## src/pkg/idgc_map.vh

```
// register map, field positions, reset values and timing counts
`ifndef IDGC_MAP_VH
`define IDGC_MAP_VH

// ****************************************
// register indices and byte addresses
// ****************************************
`define IDX_MAKER_CODE     12'h03e
`define IDX_DEVICE_REV     12'h03f
`define IDX_GLOBAL_CTRL    12'h040
`define ADDR_OF(idx)       ({(idx), 2'b00})
`define ADDR_LIMIT         14'h0104
`define ADDR_AUTO_DUTY     14'h0108
`define ADDR_FAN_MODE      14'h010c
`define ADDR_MON_STATUS    14'h0110
`define ADDR_TEMP_READ     14'h0114
`define ADDR_TACH_READ     14'h0118
`define ADDR_DUTY_BASE     14'h0120

// ****************************************
// control fields and reset values
// ****************************************
`define CTRL_START         0
`define CTRL_LOCK          1
`define CTRL_READY         2
`define CTRL_OVERRIDE      3
`define CTRL_RESET         4'h0
`define STAT_ACTIVE        0
`define STAT_ALARM         1
`define DEFAULT_LIMIT      8'h46
`define DEFAULT_AUTO_DUTY  8'h80
`define FULL_DUTY          8'hff

// ****************************************
// timing
// ****************************************
`define CLK_KHZ            100000
`define STARTUP_MS         82
`define STARTUP_CYCLES     (`STARTUP_MS * `CLK_KHZ)

`endif

```

## src/hw/identity_and_global_control.v

```verilog
// identity registers, global control and fan duty selection
`timescale 1ns/1ns
`default_nettype none
`include "idgc_map.vh"
module identity_and_global_control #(
    parameter       N_PWM        = 3,
    parameter       AW           = 14,
    parameter       CNT_W        = 23,
    parameter       STARTUP_CYC  = `STARTUP_CYCLES,
    parameter [7:0] MAKER_CODE   = 8'ha5, // arbitrary value
    parameter [3:0] VERSION_NUM  = 4'h3,  // arbitrary value
    parameter [3:0] STEPPING_NUM = 4'h1   // arbitrary value
) (
    input  wire             i_ref_clk,
    input  wire             i_rst_n,
    input  wire [AW-1:0]    i_awaddr,
    input  wire [2:0]       i_awprot,
    input  wire             i_awvalid,
    output wire             o_awready,
    input  wire [31:0]      i_wdata,
    input  wire [3:0]       i_wstrb,
    input  wire             i_wvalid,
    output wire             o_wready,
    output reg  [1:0]       o_bresp,
    output reg              o_bvalid,
    input  wire             i_bready,
    input  wire [AW-1:0]    i_araddr,
    input  wire [2:0]       i_arprot,
    input  wire             i_arvalid,
    output wire             o_arready,
    output reg  [31:0]      o_rdata,
    output reg  [1:0]       o_rresp,
    output reg              o_rvalid,
    input  wire             i_rready,
    input  wire [7:0]       i_temp_sample,
    input  wire [15:0]      i_tach_count,
    output wire [N_PWM-1:0] o_pwm,
    output wire             o_monitor_active
);
    localparam [1:0] RESP_OKAY   = 2'b00;
    localparam [1:0] RESP_SLVERR = 2'b10;
    localparam [1:0] ST_IDLE     = 2'b00;
    localparam [1:0] ST_WARMUP   = 2'b01;
    localparam [1:0] ST_RUN      = 2'b10;

    // ****************************************
    // control and parameter state
    // ****************************************
    reg              start_q;
    reg              lock_q;
    reg              ready_q;
    reg              override_q;
    reg  [7:0]       limit_q;
    reg  [7:0]       auto_duty_q;
    reg  [N_PWM-1:0] manual_q;
    reg  [7:0]       temp_q;
    reg              alarm_q;
    reg  [1:0]       state_q;
    reg  [1:0]       state_d;
    reg  [CNT_W-1:0] warm_cnt_q;
    reg  [CNT_W-1:0] warm_cnt_d;
    wire [7:0]       cur_duty [0:N_PWM-1];

    // ****************************************
    // write channel capture
    // ****************************************
    reg  [AW-1:0]    awaddr_q;
    reg              aw_held_q;
    reg  [31:0]      wdata_q;
    reg  [3:0]       wstrb_q;
    reg              w_held_q;
    wire             aw_take;
    wire             w_take;
    wire             aw_have;
    wire             w_have;
    wire             do_write;
    wire [AW-1:0]    wr_addr;
    wire [31:0]      wr_data;
    wire [3:0]       wr_strb;
    wire             wr_lane0;
    wire             wr_open;

    assign o_awready = !aw_held_q && !o_bvalid;
    assign o_wready  = !w_held_q && !o_bvalid;
    assign aw_take   = i_awvalid && o_awready;
    assign w_take    = i_wvalid && o_wready;
    assign aw_have   = aw_held_q || aw_take;
    assign w_have    = w_held_q || w_take;
    assign do_write  = aw_have && w_have;
    assign wr_addr   = aw_held_q ? awaddr_q : i_awaddr;
    assign wr_data   = w_held_q ? wdata_q : i_wdata;
    assign wr_strb   = w_held_q ? wstrb_q : i_wstrb;
    assign wr_lane0  = do_write && wr_strb[0];
    assign wr_open   = wr_lane0 && !lock_q;

    always @(posedge i_ref_clk or negedge i_rst_n) begin
        if (!i_rst_n) begin
            aw_held_q <= 1'b0;
            w_held_q  <= 1'b0;
            awaddr_q  <= {AW{1'b0}};
            wdata_q   <= 32'h00000000;
            wstrb_q   <= 4'h0;
            o_bvalid  <= 1'b0;
            o_bresp   <= RESP_OKAY;
        end else begin
            if (aw_take)
                awaddr_q <= i_awaddr;
            if (w_take) begin
                wdata_q <= i_wdata;
                wstrb_q <= i_wstrb;
            end
            aw_held_q <= aw_have && !do_write;
            w_held_q  <= w_have && !do_write;
            if (do_write) begin
                o_bvalid <= 1'b1;
                o_bresp  <= rd_mapped(wr_addr) ? RESP_OKAY : RESP_SLVERR;
            end else if (i_bready) begin
                o_bvalid <= 1'b0;
            end
        end
    end

    // ****************************************
    // address decode
    // ****************************************
    function rd_mapped;
        input [AW-1:0] a;
        begin
            rd_mapped = (a == `ADDR_OF(`IDX_MAKER_CODE))
                     || (a == `ADDR_OF(`IDX_DEVICE_REV))
                     || (a == `ADDR_OF(`IDX_GLOBAL_CTRL))
                     || (a == `ADDR_LIMIT) || (a == `ADDR_AUTO_DUTY)
                     || (a == `ADDR_FAN_MODE) || (a == `ADDR_MON_STATUS)
                     || (a == `ADDR_TEMP_READ) || (a == `ADDR_TACH_READ)
                     || (a >= `ADDR_DUTY_BASE
                         && a < `ADDR_DUTY_BASE + N_PWM * 4
                         && a[1:0] == 2'b00);
        end
    endfunction

    // ****************************************
    // global control register
    // ****************************************
    always @(posedge i_ref_clk or negedge i_rst_n) begin
        if (!i_rst_n) begin
            start_q    <= 1'b0;
            lock_q     <= 1'b0;
            override_q <= 1'b0;
            ready_q    <= 1'b0;
        end else begin
            ready_q <= 1'b1;
            if (wr_lane0 && wr_addr == `ADDR_OF(`IDX_GLOBAL_CTRL)) begin
                start_q    <= wr_data[`CTRL_START];
                override_q <= wr_data[`CTRL_OVERRIDE];
                if (wr_data[`CTRL_LOCK])
                    lock_q <= 1'b1;
            end
        end
    end

    // ****************************************
    // limit and parameter registers
    // ****************************************
    always @(posedge i_ref_clk or negedge i_rst_n) begin
        if (!i_rst_n) begin
            limit_q     <= `DEFAULT_LIMIT;
            auto_duty_q <= `DEFAULT_AUTO_DUTY;
            manual_q    <= {N_PWM{1'b0}};
        end else begin
            // kept across start changes
            if (wr_open && wr_addr == `ADDR_LIMIT)
                limit_q <= wr_data[7:0];
            if (wr_open && wr_addr == `ADDR_AUTO_DUTY)
                auto_duty_q <= wr_data[7:0];
            if (wr_open && wr_addr == `ADDR_FAN_MODE)
                manual_q <= wr_data[N_PWM-1:0];
        end
    end

    // ****************************************
    // monitoring start-up sequencer
    // ****************************************
    always @* begin
        state_d    = state_q;
        warm_cnt_d = warm_cnt_q;
        case (state_q)
            ST_IDLE: begin
                warm_cnt_d = {CNT_W{1'b0}};
                if (start_q) begin
                    state_d = ST_WARMUP;
                end
            end
            ST_WARMUP: begin
                warm_cnt_d = warm_cnt_q + {{(CNT_W-1){1'b0}}, 1'b1};
                if (!start_q) begin
                    state_d = ST_IDLE;
                end else if (warm_cnt_q == STARTUP_CYC[CNT_W-1:0] - 1'b1) begin
                    state_d = ST_RUN;
                end
            end
            ST_RUN: begin
                if (!start_q) begin
                    state_d = ST_IDLE;
                end
            end
            default: begin
                state_d = ST_IDLE;
            end
        endcase
    end

    always @(posedge i_ref_clk or negedge i_rst_n) begin
        if (!i_rst_n) begin
            state_q    <= ST_IDLE;
            warm_cnt_q <= {CNT_W{1'b0}};
        end else begin
            state_q    <= state_d;
            warm_cnt_q <= warm_cnt_d;
        end
    end

    assign o_monitor_active = (state_q == ST_RUN);

    // ****************************************
    // temperature reading and alarm status
    // ****************************************
    wire [7:0] eff_limit;
    wire       over_limit;
    wire       alarm_clr;

    assign eff_limit  = start_q ? limit_q : `DEFAULT_LIMIT;
    assign over_limit = temp_q > eff_limit;
    assign alarm_clr  = wr_lane0 && wr_addr == `ADDR_MON_STATUS
                        && wr_data[`STAT_ALARM];

    always @(posedge i_ref_clk or negedge i_rst_n) begin
        if (!i_rst_n) begin
            temp_q  <= 8'h00;
            alarm_q <= 1'b0;
        end else begin
            if (o_monitor_active)
                temp_q <= i_temp_sample;
            if (o_monitor_active && start_q && over_limit) begin
                alarm_q <= 1'b1;
            end else if (alarm_clr) begin
                alarm_q <= 1'b0;
            end
        end
    end

    // ****************************************
    // per-channel duty select and pwm
    // ****************************************
    genvar g;
    generate
        for (g = 0; g < N_PWM; g = g + 1) begin : g_pwm
            reg  [7:0]    duty_sel;
            reg  [7:0]    duty_q;
            wire [31:0]   duty_addr;

            assign duty_addr = `ADDR_DUTY_BASE + g * 4;

            always @(posedge i_ref_clk or negedge i_rst_n) begin
                if (!i_rst_n) begin
                    duty_q <= `FULL_DUTY;
                end else if (wr_open && start_q && manual_q[g]
                             && wr_addr == duty_addr[AW-1:0]) begin
                    duty_q <= wr_data[7:0];
                end
            end

            always @* begin
                if (override_q) begin
                    duty_sel = `FULL_DUTY;
                end else if (!start_q) begin
                    duty_sel = `FULL_DUTY;
                end else if (manual_q[g]) begin
                    duty_sel = duty_q;
                end else if (o_monitor_active && over_limit) begin
                    duty_sel = `FULL_DUTY;
                end else begin
                    duty_sel = auto_duty_q;
                end
            end

            pwm_channel u_pwm (
                .i_ref_clk  (i_ref_clk),
                .i_rst_n    (i_rst_n),
                .i_duty     (duty_sel),
                .o_cur_duty (cur_duty[g]),
                .o_pwm      (o_pwm[g])
            );
        end
    endgenerate

    // ****************************************
    // read channel
    // ****************************************
    reg  [31:0] rd_word;
    integer     k;

    assign o_arready = !o_rvalid;

    always @* begin
        rd_word = 32'h00000000;
        case (i_araddr)
            `ADDR_OF(`IDX_MAKER_CODE): begin
                rd_word[7:0] = MAKER_CODE;
            end
            `ADDR_OF(`IDX_DEVICE_REV): begin
                rd_word[7:0] = {VERSION_NUM, STEPPING_NUM};
            end
            `ADDR_OF(`IDX_GLOBAL_CTRL): begin
                // upper bits stay zero
                rd_word[`CTRL_START]    = start_q;
                rd_word[`CTRL_LOCK]     = lock_q;
                rd_word[`CTRL_READY]    = ready_q;
                rd_word[`CTRL_OVERRIDE] = override_q;
            end
            `ADDR_LIMIT: begin
                rd_word[7:0] = limit_q;
            end
            `ADDR_AUTO_DUTY: begin
                rd_word[7:0] = auto_duty_q;
            end
            `ADDR_FAN_MODE: begin
                rd_word[N_PWM-1:0] = manual_q;
            end
            `ADDR_MON_STATUS: begin
                rd_word[`STAT_ACTIVE] = o_monitor_active;
                rd_word[`STAT_ALARM]  = alarm_q;
            end
            `ADDR_TEMP_READ: begin
                rd_word[7:0] = temp_q;
            end
            `ADDR_TACH_READ: begin
                rd_word[15:0] = i_tach_count;
            end
            default: begin
                for (k = 0; k < N_PWM; k = k + 1) begin
                    if (i_araddr == `ADDR_DUTY_BASE + k * 4)
                        rd_word[7:0] = cur_duty[k];
                end
            end
        endcase
    end

    always @(posedge i_ref_clk or negedge i_rst_n) begin
        if (!i_rst_n) begin
            o_rvalid <= 1'b0;
            o_rdata  <= 32'h00000000;
            o_rresp  <= RESP_OKAY;
        end else begin
            if (i_arvalid && o_arready) begin
                o_rvalid <= 1'b1;
                o_rdata  <= rd_word;
                o_rresp  <= rd_mapped(i_araddr) ? RESP_OKAY : RESP_SLVERR;
            end else if (i_rready) begin
                o_rvalid <= 1'b0;
            end
        end
    end
endmodule // identity_and_global_control
`default_nettype wire

```

## src/hw/pwm_channel.v

```verilog
// one pwm output with a 256-clock period
`timescale 1ns/1ns
`default_nettype none
module pwm_channel (
    input  wire       i_ref_clk,
    input  wire       i_rst_n,
    input  wire [7:0] i_duty,
    output reg  [7:0] o_cur_duty,
    output reg        o_pwm
);
    reg [7:0] cnt_q;

    // ****************************************
    // period counter, duty taken at period start
    // ****************************************
    always @(posedge i_ref_clk or negedge i_rst_n) begin
        if (!i_rst_n) begin
            cnt_q      <= 8'h00;
            o_cur_duty <= 8'hff;
            o_pwm      <= 1'b0;
        end else begin
            cnt_q <= cnt_q + 8'h01;
            if (cnt_q == 8'hff) begin
                o_cur_duty <= i_duty;
            end
            // full duty: high 255, low 1
            o_pwm <= (cnt_q + 8'h01) < o_cur_duty;
            if (cnt_q == 8'hff) begin
                o_pwm <= 8'h00 < i_duty;
            end
        end
    end
endmodule // pwm_channel
`default_nettype wire

```

## config.mk

```make
export PLATFORM = sky130hd
export DESIGN_NAME = identity_and_global_control
export DESIGN_NICKNAME = d
export VERILOG_FILES = /design/src/hw/identity_and_global_control.v /design/src/hw/pwm_channel.v
export VERILOG_INCLUDE_DIRS = /design/src /design/src/pkg
export SDC_FILE = /design/constraint.sdc
export NUM_CORES = 1
export LEC_CHECK = 0
export BUFFER_PORTS_ARGS = -buffer_cell sky130_fd_sc_hd__buf_2
export CORE_MARGIN = 8
export CORE_UTILIZATION = 57
export CTS_CLUSTER_SIZE = 14
export DETAILED_ROUTE_END_ITERATION = 6
export PLACE_DENSITY_LB_ADDON = 0.1
export SYNTH_ARGS = -nofsm -noshare
export SYNTH_HDL_FRONTEND = slang
export SYNTH_SLANG_ARGS = --single-unit
```

## constraint.sdc

```tcl
create_clock -name i_ref_clk -period 3.8 [get_ports i_ref_clk]
set_clock_uncertainty 0.05 [all_clocks]
set_input_delay 1.14 -clock i_ref_clk [delete_from_list [all_inputs] [get_ports i_ref_clk]]
set_output_delay 1.14 -clock i_ref_clk [all_outputs]
set_load 0.03 [all_outputs]
```

==> run_results.csv <==
group,metric,value,unit
global_routing,grt_use_total,22.4,%
worst_setup_path,cpPeakStageDelay,520,ps
place,dpl.hpwl,16500,um
finish,antennaDiodeCount,0,
timing,finalSetupTns,0,ps
finish,drive_gt1_share,30.7,%
place,place_area,10100,um2
floorplanning,io_pins,146,
worst_setup_path,critPathKind,"primary input to register",
clock_tree,clock_path_buffers,2,
clock_tree,cts.clk_slew.worst_paths,60,ps
floorplanning,initial_core_util,57.7,%
global_routing,grt_first_pass_wirelength,36300,um
worst_setup_path,cp-end-kind,"register",
clock_tree,numCtsBuffers,17,
global_routing,grt-ovfl-total,0,
logic_synthesis,ys_ff_latch,177,
pwr,peakVddDrop,0.000385,V
global_routing,grt_pass1_vias,6988,
clock_tree,cts_sinks,177,
timing,min_period,3150,ps
logic_synthesis,netlist_area,9460,um2
clock_tree,htree_levels,4,
flow_run,drv_cap,0,
logic_synthesis,synth_edf_count,0,
route,via_per_inst,5.85,
finish,num-nets-final,1116,
floorplanning,design.core.area,16400,um2
logic_synthesis,yosys.area.top_type,"dfrtp_1",
hold_path,hp-class,"register to register",
clock_tree,cts_tree,"built",
clock_tree,cts_hold_buf,0,
route,routed_wl,22600,um
finish,postLayoutCellArea,10700,um2
timing,setup_viol,0,
timing,hold_viol,0,
logic_synthesis,async_flop_share,100,%
clock_tree,cts_root_buf,"clkbuf_16",
route,dr.first_iter.drc_count,574,
floorplanning,dieArea,21000,um2
finish,postLayoutCoreUtil,65.1,%
floorplanning,fp.dieH,145,um
run_status,outcome,"completed",
worst_setup_path,start_kind,"primary input",
logic_synthesis,avgSynthCellArea,10.6,um2
global_routing,grt_max_degree,71,
floorplanning,placementRows,47,
timing,relSlewSlack,26.8,%
worst_setup_path,arrival,3420,ps
route,drt_pass1_iterations,5,
logic_synthesis,yosysUniqueCellTypes,72,
logic_synthesis,synth_top_area_share,33.1,%
timing,drv_slew,0,
clock_tree,postCtsSetupRepairBufs,0,
pwr,power.total,4.64,mW
timing,worst_slack,646,ps
worst_setup_path,path_max_fanout,6,
timing,tightest_slew,1090,ps
worst_setup_path,slowest_stage,"or4_1",
place,gp_congestion,0.928,
route,vias,7112,
logic_synthesis,seq_area_frac_synth,47.5,%
route,route.detailed.drc,0,
clock_tree,insertion_delay,440,ps
timing,rsz0062_at_grt,"no",
place,post-place-ws,210,ps
timing,finalCritPeriodShare,83.0,%
finish,syn_to_final_growth,12.9,%
place,port_buffers,94,
logic_synthesis,synth_area_leaders,"dfrtp_1, dfstp_2, mux2_2",
timing,fmax,0.317,GHz
route,postRouteAntennaNets,0,
clock_tree,cts_resized,0,
pwr,p_leak,4.74,nW
logic_synthesis,syn_inst,895,
worst_setup_path,worstPathRequired,4070,ps
logic_synthesis,ys.flop_type,"dfrtp_1",
global_routing,antenna_found_initial,0,
floorplanning,fp.dieW,145,um
route,wl_per_cell,18.6,um
worst_setup_path,crit_chain,"buf_2, or4_1, or4_4, a221oi_4, nand3_1, nor2_1, mux2_2",
pwr,powerDensity,434,nW/um2
logic_synthesis,yosys_warnings,0,
-- registers in the layout (all words and copies together) (netlist names), 2 cells and up --
register                cells
temp_q                      8
g_pwm.u_pwm.o_pwm           3
g_pwm.u_pwm.o_cur_duty     24
awaddr_q                   14
auto_duty_q                 8
warm_cnt_q                 23
wdata_q                     8
g_pwm.u_pwm.cnt_q          24
limit_q                     8
o_rdata                    16
state_q                     2
g_pwm.duty_q               24
manual_q                    3
-- through the flow --
step	instances	hold WS, ps
detailed placement	1183	403
floorplan	912	401
finish	1215	411
CTS	1215	417
global placement	1183	398
global route	1215	433
-- kinds of logic (layout without fill, tap and decap cells) --
| family | count (synthesis) | after routing | synth area share (%) |
|---|---|---|---|
| flops | 177 | 177 | 47.5 |
| buf+inv | 95 | 178 | 4.89 |
| simple gates | 280 | 280 | 15.6 |
| compound gates | 182 | 182 | 13.5 |
| xor+xnor | 33 | 33 | 3.05 |
| other cells | 2 | 19 | 0.0794 |
| mux | 93 | 93 | 11.0 |
| fa+ha+maj | 33 | 33 | 4.36 |
-- metal layers --
metal / routed length (um) / global-route usage, %
met3: 1410 / 4.72
met5: 0 / 0
met4: 432 / 8.43
met1: 10200 / 30.4
met2: 10500 / 34.7
-- Yosys cell counts, drive strengths merged, types with 3 or more instances --
library cell / instances
inv: 35
nand4: 6
o21a: 11
or2: 6
nand2b: 7
a32oi: 7
a22o: 8
nor2b: 10
a21o: 7
dfstp: 52
mux2: 90
nor3b: 5
ha: 33
o32ai: 8
and2: 7
a221oi: 4
o221ai: 5
a222oi: 6
nor4: 14
o211ai: 3
a21boi: 4
a21oi: 8
nand3: 49
mux2i: 3
a211oi: 4
o31ai: 4
nand2: 77
dfrtp: 125
clkbuf: 30
or3: 6
xor2: 18
nor2: 51
xnor2: 15
and4: 6
o22ai: 18
buf: 30
nor3: 12
a22oi: 7
or4: 3
o21ai: 52
a31oi: 10
a41oi: 6
and3: 9
-- cell type report --
cell class	count	area [um2]
Fill cell	1309	5720
Sequential cell	177	4490
Tap cell	220	275
Timing Repair Buffer	111	617
Clock inverter	13	150
Inverter	35	131
Multi-Input combinational cell	640	4580
Clock buffer	19	433
-- worst max-delay path: cells and delay by family --
family                 cells  cell delay, ps
AOI/OAI and AO/OA          1             430
buffers and inverters      1             100
muxes                      1             360
and+or+nand+nor            4            1370
-- placed cells by master (no fill, tap or decap), types with 19 or more instances in the layout --
cell type / count
buf_2: 93
mux2_2: 90
dfrtp_1: 125
nand3_1: 45
ha_1: 33
nor2_1: 51
o21ai_0: 52
inv_1: 35
conb_1: 19
nand2_1: 77
dfstp_2: 52
-- worst paths after layout --
| kind | startpoint | to | slack [ps] | cells after the start |
|---|---|---|---|---|
| max in group asynchronous | i_rst_n | awaddr_q[3] | 2200 | 2 |
| min in group asynchronous | i_rst_n | warm_cnt_q[5] | 640 | 1 |
| hold reg to reg | o_rdata[11] | o_rdata[11] | 410 | 2 |
| hold / removal | o_rdata[11] | o_rdata[11] | 410 | 2 |
| setup / recovery | i_awaddr[0] | override_q | 650 | 7 |
| setup reg to reg | start_q | g_pwm[0].u_pwm.o_pwm | 870 | 9 |
-- power breakdown --
group	switching (mW)	internal [mW]	leakage (nW)
combinational	0.414	0.301	2.30
clock	0.771	0.984	0.285
sequential	0.128	2.04	2.16
total	1.31	3.32	4.74
Note: power is estimated with default switching activity, not from simulation.
